**config.mk**
```make
export PLATFORM = sky130hd
export DESIGN_NAME = sensor_timing_end
export DESIGN_NICKNAME = d
export VERILOG_FILES = /design/src/sensor_sync_pkg.sv /design/src/sensor_timing_end.sv
export SDC_FILE = /design/constraint.sdc
export NUM_CORES = 1
export LEC_CHECK = 0
export BUFFER_PORTS_ARGS = -buffer_cell sky130_fd_sc_hd__buf_4
export CELL_PAD_IN_SITES_DETAIL_PLACEMENT = 0
export CELL_PAD_IN_SITES_GLOBAL_PLACEMENT = 2
export CORE_MARGIN = 1.5
export CORE_UTILIZATION = 34
export DETAILED_ROUTE_END_ITERATION = 6
export GPL_ROUTABILITY_DRIVEN = 0
export HOLD_SLACK_MARGIN = 0.12
export PLACE_DENSITY = 0.84
export SLEW_MARGIN = 20
export SYNTH_ARGS = -nofsm -noshare
export SYNTH_HDL_FRONTEND = slang
export SYNTH_SLANG_ARGS = --single-unit
```
**constraint.sdc**
```tcl
create_clock -name i_clock -period 3.4 [get_ports i_clock]
set_clock_uncertainty 0.1 [all_clocks]
set_input_delay 0.17 -clock i_clock [delete_from_list [all_inputs] [get_ports i_clock]]
set_output_delay 0.17 -clock i_clock [all_outputs]
set_load 0.01 [all_outputs]
```
**src/sensor_sync_pkg.sv**
```systemverilog
package sensor_sync_pkg;

  // ------------------------------------------------------------------
  // register addresses
  // ------------------------------------------------------------------
  localparam logic [15:0] ADDR_STANDBY        = 16'h3000;
  localparam logic [15:0] ADDR_DIRECTION      = 16'h3007;
  localparam logic [15:0] ADDR_BLACK_LOW      = 16'h300a;
  localparam logic [15:0] ADDR_BLACK_HIGH     = 16'h300b;
  localparam logic [15:0] ADDR_GAIN           = 16'h3014;
  localparam logic [15:0] ADDR_LINES_LOW      = 16'h3018;
  localparam logic [15:0] ADDR_LINES_MID      = 16'h3019;
  localparam logic [15:0] ADDR_LINES_HIGH     = 16'h301a;
  localparam logic [15:0] ADDR_CLOCKS_LOW     = 16'h301c;
  localparam logic [15:0] ADDR_CLOCKS_HIGH    = 16'h301d;
  localparam logic [15:0] ADDR_SHUTTER_LOW    = 16'h3020;
  localparam logic [15:0] ADDR_SHUTTER_MID    = 16'h3021;
  localparam logic [15:0] ADDR_SHUTTER_HIGH   = 16'h3022;
  localparam logic [15:0] ADDR_FS_WIDTH       = 16'h3048;
  localparam logic [15:0] ADDR_LS_WIDTH       = 16'h3049;
  localparam logic [15:0] ADDR_SYNC_SELECT    = 16'h304b;
  localparam logic [15:0] ADDR_MASTER_RUN     = 16'h304c;

  // ------------------------------------------------------------------
  // field positions
  // ------------------------------------------------------------------
  localparam int POS_VFLIP      = 0;
  localparam int POS_HMIRROR    = 1;
  localparam int POS_WIDTH_LSB  = 4;
  localparam int POS_FS_SEL_LSB = 0;
  localparam int POS_LS_SEL_LSB = 2;

  // ------------------------------------------------------------------
  // reset values and codes
  // ------------------------------------------------------------------
  localparam logic [17:0] RST_FRAME_LINES = 18'h00465;
  localparam logic [13:0] RST_LINE_CLOCKS = 14'h0898;
  localparam logic [17:0] RST_SHUTTER     = 18'h00000;
  localparam logic [8:0]  RST_BLACK       = 9'h0f0;
  localparam logic [7:0]  RST_GAIN        = 8'h00;
  localparam logic [7:0]  GAIN_MAX        = 8'he6;
  localparam logic [1:0]  SEL_HIGH        = 2'h0;
  localparam logic [1:0]  SEL_SYNC        = 2'h2;

  // line sync base low width, clocks for code 0 (64 output bits)
  localparam logic [13:0] LS_BASE_CLOCKS  = 14'h0008;

endpackage : sensor_sync_pkg

```
**src/sensor_timing_end.sv**
```systemverilog
`timescale 1ns/1ps
`default_nettype none
// Contract
// [RL1] slave: processor drives frame/line sync per mode
// [RL2] role pin static before reset release; processor sets it on the first edge after release
// [RL3] master timing starts after run control zero
// [RL4] master frame lines and line clocks registers
// [RL5] frame sync low width 1H/2H/4H/8H
// [RL6] line sync low width doubles per code
// [RL7] output select: 0 high, 2 sync
// [RL8] syncs start at run write or standby exit
// [RL9] receiver aligns to sync codes, not syncs
// [RL10] gain code is dB times 10/3, max e6
// [RL11] gain applies from next frame
// [RL12] nine-bit black offset added after gain
// [RL13] recommended black offset 03c or 0f0
// [RL14] direction bits: vertical bit0, horizontal bit1
// [RL15] direction change between frames, one invalid
// [RL16] rolling shutter in whole lines
// [RL17] integration = frame minus (shutter+1) lines
// [RL18] slave frame lines counted; master from register
// [RL19] shutter between 1 and lines minus 2; the code does not check writes, and reset loads 0
// [RL20] integration change shows next frame
// [RL21] long exposure by lengthening the frame
// [RL22] working copies captured at frame boundary
module sensor_timing_end (
  // clock and reset
  input  wire logic        i_clock,
  input  wire logic        i_sys_rst,
  // control port and role strap
  input  wire logic        i_role_select,
  input  wire logic        i_wr_en,
  input  wire logic [15:0] i_wr_addr,
  input  wire logic [7:0]  i_wr_data,
  // sync pins, three signals each
  input  wire logic        i_frame_sync,
  input  wire logic        i_line_sync,
  output logic             o_frame_sync,
  output logic             o_frame_sync_oe,
  output logic             o_line_sync,
  output logic             o_line_sync_oe,
  // working settings toward the pixel path
  output logic [7:0]       o_gain,
  output logic [8:0]       o_black_offset,
  output logic             o_vertical_flip,
  output logic             o_horizontal_mirror,
  output logic             o_frame_invalid,
  output logic             o_frame_start,
  output logic             o_line_reset,
  output logic [17:0]      o_read_line,
  output logic [17:0]      o_reset_line,
  output logic [17:0]      o_frame_lines
);

  typedef enum logic [1:0] {ST_STANDBY, ST_WAIT_RUN, ST_RUN} mode_e;

  typedef struct packed {
    mode_e       mode;
    logic        slave;
    logic        standby;
    logic        run_n;
    logic [17:0] lines_reg, shutter_reg;
    logic [13:0] clocks_reg;
    logic [8:0]  black_reg;
    logic [7:0]  gain_reg;
    logic [1:0]  dir_reg, fs_width, ls_width, fs_sel, ls_sel;
    logic [17:0] lines_w, shutter_w;
    logic [13:0] clocks_w;
    logic [1:0]  fs_width_w, ls_width_w;
    logic [13:0] hcnt;
    logic [17:0] vcnt, slave_lines;
    logic [2:0]  fs_s, ls_s;
    logic        fs_o, ls_o, oe;
    logic [7:0]  gain_o;
    logic [8:0]  black_o;
    logic [1:0]  dir_o;
    logic        invalid, fstart, lreset;
    logic [17:0] read_line, reset_line, lines_o;
  } state_s;

  state_s q, d;

  // ------------------------------------------------------------------
  // next state
  // ------------------------------------------------------------------
  always_comb begin
    logic        frame_edge, line_edge, line_end;
    logic [17:0] shut_line;
    logic [13:0] ls_low;
    frame_edge = 1'b0;
    line_edge  = 1'b0;
    line_end   = (q.hcnt + 14'h0001 >= q.clocks_w);
    shut_line  = q.shutter_w + 18'h00001;
    ls_low     = sensor_sync_pkg::LS_BASE_CLOCKS << q.ls_width_w;
    d          = q;
    d.fstart   = 1'b0;
    d.lreset   = 1'b0;
    d.fs_s     = {q.fs_s[1:0], i_frame_sync};
    d.ls_s     = {q.ls_s[1:0], i_line_sync};
    // register writes; partial words stay in holding regs
    if (i_wr_en) begin
      unique case (i_wr_addr)
        sensor_sync_pkg::ADDR_STANDBY:      d.standby = i_wr_data[0];
        sensor_sync_pkg::ADDR_DIRECTION:    d.dir_reg = i_wr_data[1:0]; // [RL14]
        sensor_sync_pkg::ADDR_BLACK_LOW:    d.black_reg[7:0] = i_wr_data;
        sensor_sync_pkg::ADDR_BLACK_HIGH:   d.black_reg[8] = i_wr_data[0];
        sensor_sync_pkg::ADDR_GAIN: begin
          if (i_wr_data <= sensor_sync_pkg::GAIN_MAX) begin
            d.gain_reg = i_wr_data; // [RL10]
          end
        end
        sensor_sync_pkg::ADDR_LINES_LOW:    d.lines_reg[7:0] = i_wr_data;
        sensor_sync_pkg::ADDR_LINES_MID:    d.lines_reg[15:8] = i_wr_data;
        sensor_sync_pkg::ADDR_LINES_HIGH:   d.lines_reg[17:16] = i_wr_data[1:0];
        sensor_sync_pkg::ADDR_CLOCKS_LOW:   d.clocks_reg[7:0] = i_wr_data;
        sensor_sync_pkg::ADDR_CLOCKS_HIGH:  d.clocks_reg[13:8] = i_wr_data[5:0];
        sensor_sync_pkg::ADDR_SHUTTER_LOW:  d.shutter_reg[7:0] = i_wr_data;
        sensor_sync_pkg::ADDR_SHUTTER_MID:  d.shutter_reg[15:8] = i_wr_data;
        sensor_sync_pkg::ADDR_SHUTTER_HIGH: d.shutter_reg[17:16] = i_wr_data[1:0];
        sensor_sync_pkg::ADDR_FS_WIDTH:     d.fs_width = i_wr_data[5:4];
        sensor_sync_pkg::ADDR_LS_WIDTH:     d.ls_width = i_wr_data[5:4];
        sensor_sync_pkg::ADDR_SYNC_SELECT: begin
          d.fs_sel = i_wr_data[1:0];
          d.ls_sel = i_wr_data[3:2];
        end
        sensor_sync_pkg::ADDR_MASTER_RUN:   d.run_n = i_wr_data[0];
        default: ;
      endcase
    end
    // strap sampled after release; pin must not move afterwards [RL2]
    unique case (q.mode)
      ST_STANDBY: begin
        d.slave = i_role_select;
        d.hcnt  = '0;
        d.vcnt  = '0;
        if (!q.standby) begin
          d.mode = ST_WAIT_RUN;
        end
      end
      ST_WAIT_RUN: begin
        // master waits for run control zero; written early it starts now [RL3] [RL8]
        if (q.standby) begin
          d.mode = ST_STANDBY;
        end else if (q.slave || !q.run_n) begin
          d.mode = ST_RUN;
          frame_edge = !q.slave;
        end
      end
      ST_RUN: begin
        if (q.standby || (!q.slave && q.run_n)) begin
          d.mode = ST_STANDBY;
        end else if (q.slave) begin
          // slave follows falling edges of the synced pins [RL1]
          line_edge  = q.ls_s[2] && !q.ls_s[1];
          frame_edge = q.fs_s[2] && !q.fs_s[1];
        end else begin
          // master counts clocks per line, lines per frame [RL4]
          d.hcnt = line_end ? 14'h0000 : q.hcnt + 14'h0001;
          line_edge  = line_end;
          frame_edge = line_end && (q.vcnt + 18'h00001 >= q.lines_w);
        end
      end
      default: d.mode = ST_STANDBY;
    endcase
    if (line_edge) begin
      d.vcnt = q.vcnt + 18'h00001;
    end
    // frame boundary: take working copies [RL22] [RL11] [RL20] [RL15]
    if (frame_edge) begin
      d.slave_lines = q.vcnt + 18'h00001;   // [RL18]
      d.lines_w    = q.lines_reg;          // [RL21]
      d.clocks_w   = q.clocks_reg;
      d.shutter_w  = q.shutter_reg;
      d.fs_width_w = q.fs_width;
      d.ls_width_w = q.ls_width;
      d.gain_o     = q.gain_reg;
      d.black_o    = q.black_reg;          // [RL12]
      d.invalid    = (q.dir_reg != q.dir_o);
      d.dir_o      = q.dir_reg;
      d.vcnt       = '0;
      d.hcnt       = '0;
      d.fstart     = 1'b1;
    end
    d.lines_o = q.slave ? q.slave_lines : q.lines_w;
    // rolling shutter: reset line leads readout by lines-(shutter+1) [RL16] [RL17]
    d.read_line  = q.vcnt;
    d.reset_line = (q.vcnt >= shut_line) ? q.vcnt - shut_line
                                         : q.vcnt + d.lines_o - shut_line;
    d.lreset     = line_edge;
    // generated syncs low for 1H..8H and for the line width code [RL5] [RL6]
    // code 2 passes the pulse, any other code holds the pin high [RL7]
    d.fs_o = !(q.fs_sel == sensor_sync_pkg::SEL_SYNC && q.mode == ST_RUN && !q.slave
               && q.vcnt < (18'h00001 << q.fs_width_w));
    d.ls_o = !(q.ls_sel == sensor_sync_pkg::SEL_SYNC && q.mode == ST_RUN && !q.slave
               && q.hcnt < ls_low);
    // enables registered too, so every pin leaves a flip-flop
    d.oe   = !d.slave && d.mode != ST_STANDBY;
  end

  // ------------------------------------------------------------------
  // state register
  // ------------------------------------------------------------------
  always_ff @(posedge i_clock) begin
    if (i_sys_rst) begin
      q             <= '0;
      q.mode        <= ST_STANDBY;
      q.standby     <= 1'b1;
      q.run_n       <= 1'b1;
      q.lines_reg   <= sensor_sync_pkg::RST_FRAME_LINES;
      q.lines_w     <= sensor_sync_pkg::RST_FRAME_LINES;
      q.clocks_reg  <= sensor_sync_pkg::RST_LINE_CLOCKS;
      q.clocks_w    <= sensor_sync_pkg::RST_LINE_CLOCKS;
      q.shutter_reg <= sensor_sync_pkg::RST_SHUTTER;
      q.black_reg   <= sensor_sync_pkg::RST_BLACK;
      q.black_o     <= sensor_sync_pkg::RST_BLACK;
      q.gain_reg    <= sensor_sync_pkg::RST_GAIN;
      q.fs_s        <= 3'h7;
      q.ls_s        <= 3'h7;
      q.fs_o        <= 1'b1;
      q.ls_o        <= 1'b1;
    end else begin
      q <= d;
    end
  end

  // outputs straight from the state register
  assign o_frame_sync        = q.fs_o;
  assign o_line_sync         = q.ls_o;
  assign o_frame_sync_oe     = q.oe;
  assign o_line_sync_oe      = q.oe;
  assign o_gain              = q.gain_o;
  assign o_black_offset      = q.black_o;
  assign o_vertical_flip     = q.dir_o[sensor_sync_pkg::POS_VFLIP];
  assign o_horizontal_mirror = q.dir_o[sensor_sync_pkg::POS_HMIRROR];
  assign o_frame_invalid     = q.invalid;
  assign o_frame_start       = q.fstart;
  assign o_line_reset        = q.lreset;
  assign o_read_line         = q.read_line;
  assign o_reset_line        = q.reset_line;
  assign o_frame_lines       = q.lines_o;

endmodule : sensor_timing_end
`default_nettype wire

```
======== Word-level counts from Yosys, hierarchy flattened ========
Cells that the tools add are included.
storage, ports and cells
  input bits .............................. 30
  flip-flop bits (word level) ............. 271
  word-level logic and storage cells ...... 146
  output and inout bits ................... 80
cells by class
  equal/unequal tests ..................... 24
  reduce and logical (&&, ||, !) cells .... 43
  shift operators ......................... 2
  add/subtract/negate cells ............... 6
  muxes and demuxes ....................... 23
  $lt $le $gt $ge ......................... 6
operators with widths
  operator               count
  $eq 16x14->1 const B   17
  $mux 18                4
  $mux 14                3
  $add 18x1->18 const B  2
  $ge 18x18->1           2
  $sub 18x18->18         2
  $reduce_and 2->1       16
  $pmux 14 s2            1
  $add 18x18->18         1
  $lt 18x18->1           1
  $shl 1x2->18 const A   1
  $add 14x1->14 const B  1
  $ge 14x14->1           1
  $lt 14x14->1           1
  $shl 4x2->14 const A   1
  $logic_and 1x1->1      11
  $mux 1                 9
  $le 8x8->1 const B     1
  $mux 2                 4
  $logic_not 1->1        7
  $eq 2x2->1 const B     3
  $pmux 2 s3             1
  $reduce_and 3->1       2
  $reduce_bool 2->1      3
  other kinds (7)        9

======== Logic depth before layout (Yosys ltp) ========
  depth after elaboration ................. 7
  mapped depth ............................ 18
  depth with buffers taken out ............ 16

======== Worst setup path before layout ========
OpenSTA, ideal clock, no wires.
  path type ............................... register to register
  start point ............................. register q, in the netlist d[43]
  end point ............................... register q, in the netlist o_black_offset[7]
  stages on the path, launching flop included .. 17
  setup time .............................. 0.129 ns
  slack ................................... -0.300 ns
  arrival ................................. 3.471 ns
  clock period less this slack ............ 3.700 ns
  required time ........................... 3.171 ns
  path buffers ............................ 2
  cell sequence ........................... dfxtp_1 -> nand3_1 -> or3_1 -> nor2_1 -> and4_1 -> nor2b_1 -> or2_2 -> ha_1 -> a21o_1 -> a211oi_1 -> and3b_1 -> a31oi_1 -> a32oi_1 -> buf_4 -> buf_4 -> mux2i_1 -> nand2_1
on the way
  cells in the longest elaborated chain, start to end .. 6
RTL lines
  item               line                      text
  from (decl)        sensor_timing_end.sv:81   state_s q, d;
  $add 18x1->18      sensor_timing_end.sv:160  frame_edge = line_end && (q.vcnt + 18'h00001 >= q.lines_w);
  $ge 18x18->1       sensor_timing_end.sv:160
  $logic_and 1x1->1  sensor_timing_end.sv:160
  $mux 1             sensor_timing_end.sv:152  end else if (q.slave) begin
  $mux 1             sensor_timing_end.sv:150  if (q.standby || (!q.slave && q.run_n)) begin
  $pmux 1 s2         sensor_timing_end.sv:131  unique case (q.mode)
No other way between the ends.
A chain may end at the register's enable or synchronous reset.

======== Worst setup path in the final report ========
  start point ............................. register q, in the netlist d[45]
  end point ............................... register q, in the netlist o_black_offset[0]
The elaborated chain is that of the path after synthesis.

==> flow_summary.json <==
{
  "tritoncts": "yes",
  "whs_ps": 142,
  "drv_cap": 0,
  "dp.cells": 2239,
  "diodes": 0,
  "post_drt_wl_per_cell_um": 17.5,
  "drc": 2,
  "coreArea_um2": 40800,
  "cts_buffers": 31,
  "viasPerCell": 4.88,
  "clockPowerShare_pct": 50.2,
  "p_int_mw": 5.57,
  "hold_path_class": "in2reg",
  "top_layer": "met4",
  "via_count": 11500,
  "min_path_cells": 8,
  "die_area_um2": 42500,
  "rr_worst_depth": 17,
  "drive_above_1_share_pct": 33.9,
  "worst_pin_slew_ps": 924,
  "timing.final.crit_share_pct": 108,
  "syn2layout_area_growth_pct": 39.0,
  "insertion_delay_ps": 600,
  "antenna_found_initial": 0,
  "grt_usage_pct": 19.2,
  "yosys_warnings": 0,
  "yosys.area.top_type_share_pct": 38.6,
  "hold_viol": 0,
  "syn_area_per_cell_um2": 9.14,
  "power_mw": 7.17,
  "comb_power_share_pct": 5.3,
  "route.met2.wl_mm": 19.9,
  "required_ps": 3750,
  "die_y_um": 206,
  "period_needed_ps": 3670,
  "r2r_start": "d[45]$_SDFFE_PP0P_",
  "swShare_pct": 22.4,
  "synth-edff-count": 0,
  "start_util_pct": 34.4,
  "clkSlewWorstSetupHoldPaths_ps": 60,
  "yosysMostFrequentCell": "dfxtp_1",
  "p_switching_mw": 1.61,
  "critPathKind": "reg2reg",
  "synth_commonest_cells": "dfxtp_1 (271), nor2_1 (207), mux2i_1 (177), nand2_1 (99), ha_1 (81)",
  "synthFlopType": "dfxtp_1",
  "pwr-share-seq_pct": 44.6,
  "layout.nets": 1935,
  "num_io_pins": 110,
  "fmax_mhz": 272,
  "grt_setup_unrepaired": "true",
  "setup_viol": 127,
  "ys_types": 70,
  "dr_wl_met3_mm": 1.47,
  "async_flop_share_pct": 0,
  "layout_setup_ws_ps": -271,
  "grt_max_degree": 121,
  "clockBufferDepth": 3,
  "crit_path_start_kind": "register",
  "die_w_um": 206,
  "hpwl_mm": 29.0,
  "wirelength_mm": 41.2,
  "cp-end-kind": "register",
  "grt_pass1_wl_mm": 63.8,
  "maxSlewViolCount": 0,
  "synth_top_area_cell": "dfxtp_1",
  "r2r_slack_ps": -270,
  "htree_levels": 1,
  "met1_length_mm": 18.9,
  "vdd_drop_max_mv": 0.414,
  "synthTopCellsByArea": "dfxtp_1 (39%), mux2i_1 (13%), ha_1 (7.2%)",
  "overflow": 0,
  "dr.pass1.iters": 7,
  "hold_end": "q[266]$_SDFFE_PP1P_",
  "synth_nets": 1665,
  "powerDensity_nw_per_um2": 368,
  "arrival_ps": 4020,
  "yosysSeqAreaShare_pct": 38.6,
  "syn_area_um2": 14000,
  "cts_root_buffer": "clkbuf_16",
  "dpl_worst_slack_ps": -317,
  "grt_pass1_vias": 11600,
  "layout.cells.non_filler": 2361,
  "p_leak_nw": 8.53,
  "ant_nets": 0,
  "slew_headroom_pct": 37.8,
  "netlist_instances": 1536,
  "r2r_end": "o_black_offset[0]$_SDFFE_PP0P_",
  "num_rows": 74,
  "violations": "DRC, setup timing",
  "cts.sinks": 271,
  "cp_max_fo": 12,
  "status": "finished with violations",
  "synth-seq-cells": 271,
  "drt_iter0_markers": 554,
  "hold_start": "i_wr_addr[14]",
  "io_buffers": 109
}
## what timing repair did
action	4_1_cts	5_1_grt
endpoints found under the setup margin	142	144
cloned	6	3
hold endpoints to repair	126	0
pin swaps	41	87
resized for setup	128	129
buffers inserted	22	18
hold buffers	29	0
## worst max path at each step
stage	startpoint	end
after floorplan	q[153]$_SDFFE_PP0P_	o_reset_line[14]$_SDFF_PP0_
after global placement	d[45]$_SDFFE_PP0P_	q[157]$_SDFFE_PP0P_
after detailed placement	d[45]$_SDFFE_PP0P_	q[187]$_SDFFE_PP0P_
after CTS	d[45]$_SDFFE_PP0P_	o_black_offset[0]$_SDFFE_PP0P_
after global routing	d[45]$_SDFFE_PP0P_	o_black_offset[5]$_SDFFE_PP1P_
final	d[45]$_SDFFE_PP0P_	o_black_offset[0]$_SDFFE_PP0P_
## cell usage in the layout, fill, tap and decap left out, types with 17 or more instances in the layout
master         instances
nand3_1               40
nand2_1               90
dfxtp_1              253
nor2_1               191
inv_1                 49
xor2_1                18
a21oi_1               23
xnor2_1               34
a21oi_2               33
ha_4                  17
nor2b_1               25
and2_1                23
dlygate4sd3_1         29
clkbuf_16             35
buf_6                 21
nand2b_1              19
o21ai_0               38
ha_1                  59
nor3_1                17
mux2i_1              172
buf_4                300
## layer usage
| metal | GRT usage, % | vias to the layer above |
|---|---|---|
| met1 | 25.2 | 5516 |
| met2 | 32.7 | 215 |
| met3 | 2.76 | 52 |
| met5 | 0 | - |
| met4 | 5.18 | 0 |
| li1 | - | 5745 |
## cell type report
class | instances | area [um^2]
Clock buffer | 46 | 975
Clock inverter | 10 | 145
Fill cell | 3862 | 21300
Inverter | 52 | 195
Multi-Input combinational cell | 1074 | 8760
Sequential cell | 271 | 5470
Tap cell | 532 | 666
Timing Repair Buffer | 376 | 3310
## stage by stage
step	util (%)	setup TNS (ps)	area, um^2
after global routing	47.8	-45410	19500
after global placement	40.4	-26960	16500
final	47.8	-22820	19500
after detailed placement	40.4	-32080	16500
after floorplan	-	0	14200
after CTS	46.1	-17260	18800
## cell families (layout without fill, tap and decap cells)
kind of cell    after synthesis  count (layout)  synth area share (%)
compound gates              202             202                  9.53
flops                       271             271                  38.6
xor+xnor                     68              68                  4.24
fa+ha+maj                    99              99                  9.78
buf+inv                     191             484                  7.26
simple gates                524             524                  17.6
mux                         181             181                  12.9
## flip-flops by register name (all words and copies together), names as in the netlist
signal,flops
o_gain,8
o_read_line,18
o_frame_invalid,1
o_frame_sync_oe,1
o_line_reset,1
o_line_sync,1
o_frame_sync,1
q,170
o_reset_line,18
o_vertical_flip,1
o_horizontal_mirror,1
o_frame_start,1
o_black_offset,9
d,22
o_frame_lines,18
## power groups by stage
stage	Clock, mW	Sequential [mW]	Combinational [mW]
global route	3.81	3.20	0.408
detailed placement	0	3.27	0.294
floorplan	0	3.27	0.176
finish	3.60	3.20	0.377
global placement	0	3.27	0.291
CTS	3.68	3.20	0.352
## worst max-delay path, stage by stage, from the launching register on
cell,delay (ps)
dfxtp_4,350
nand3_4,70
or3_4,370
nor3b_4,220
and3_4,230
nor2b_2,50
or2_4,260
ha_4,150
a21o_1,170
a211oi_2,250
and3b_2,240
a31oi_4,110
a32oi_4,200
buf_6,170
buf_12,150
buf_12,140
mux2i_2,210
nor2_1,60
Note: power is estimated with default switching activity, not from simulation.
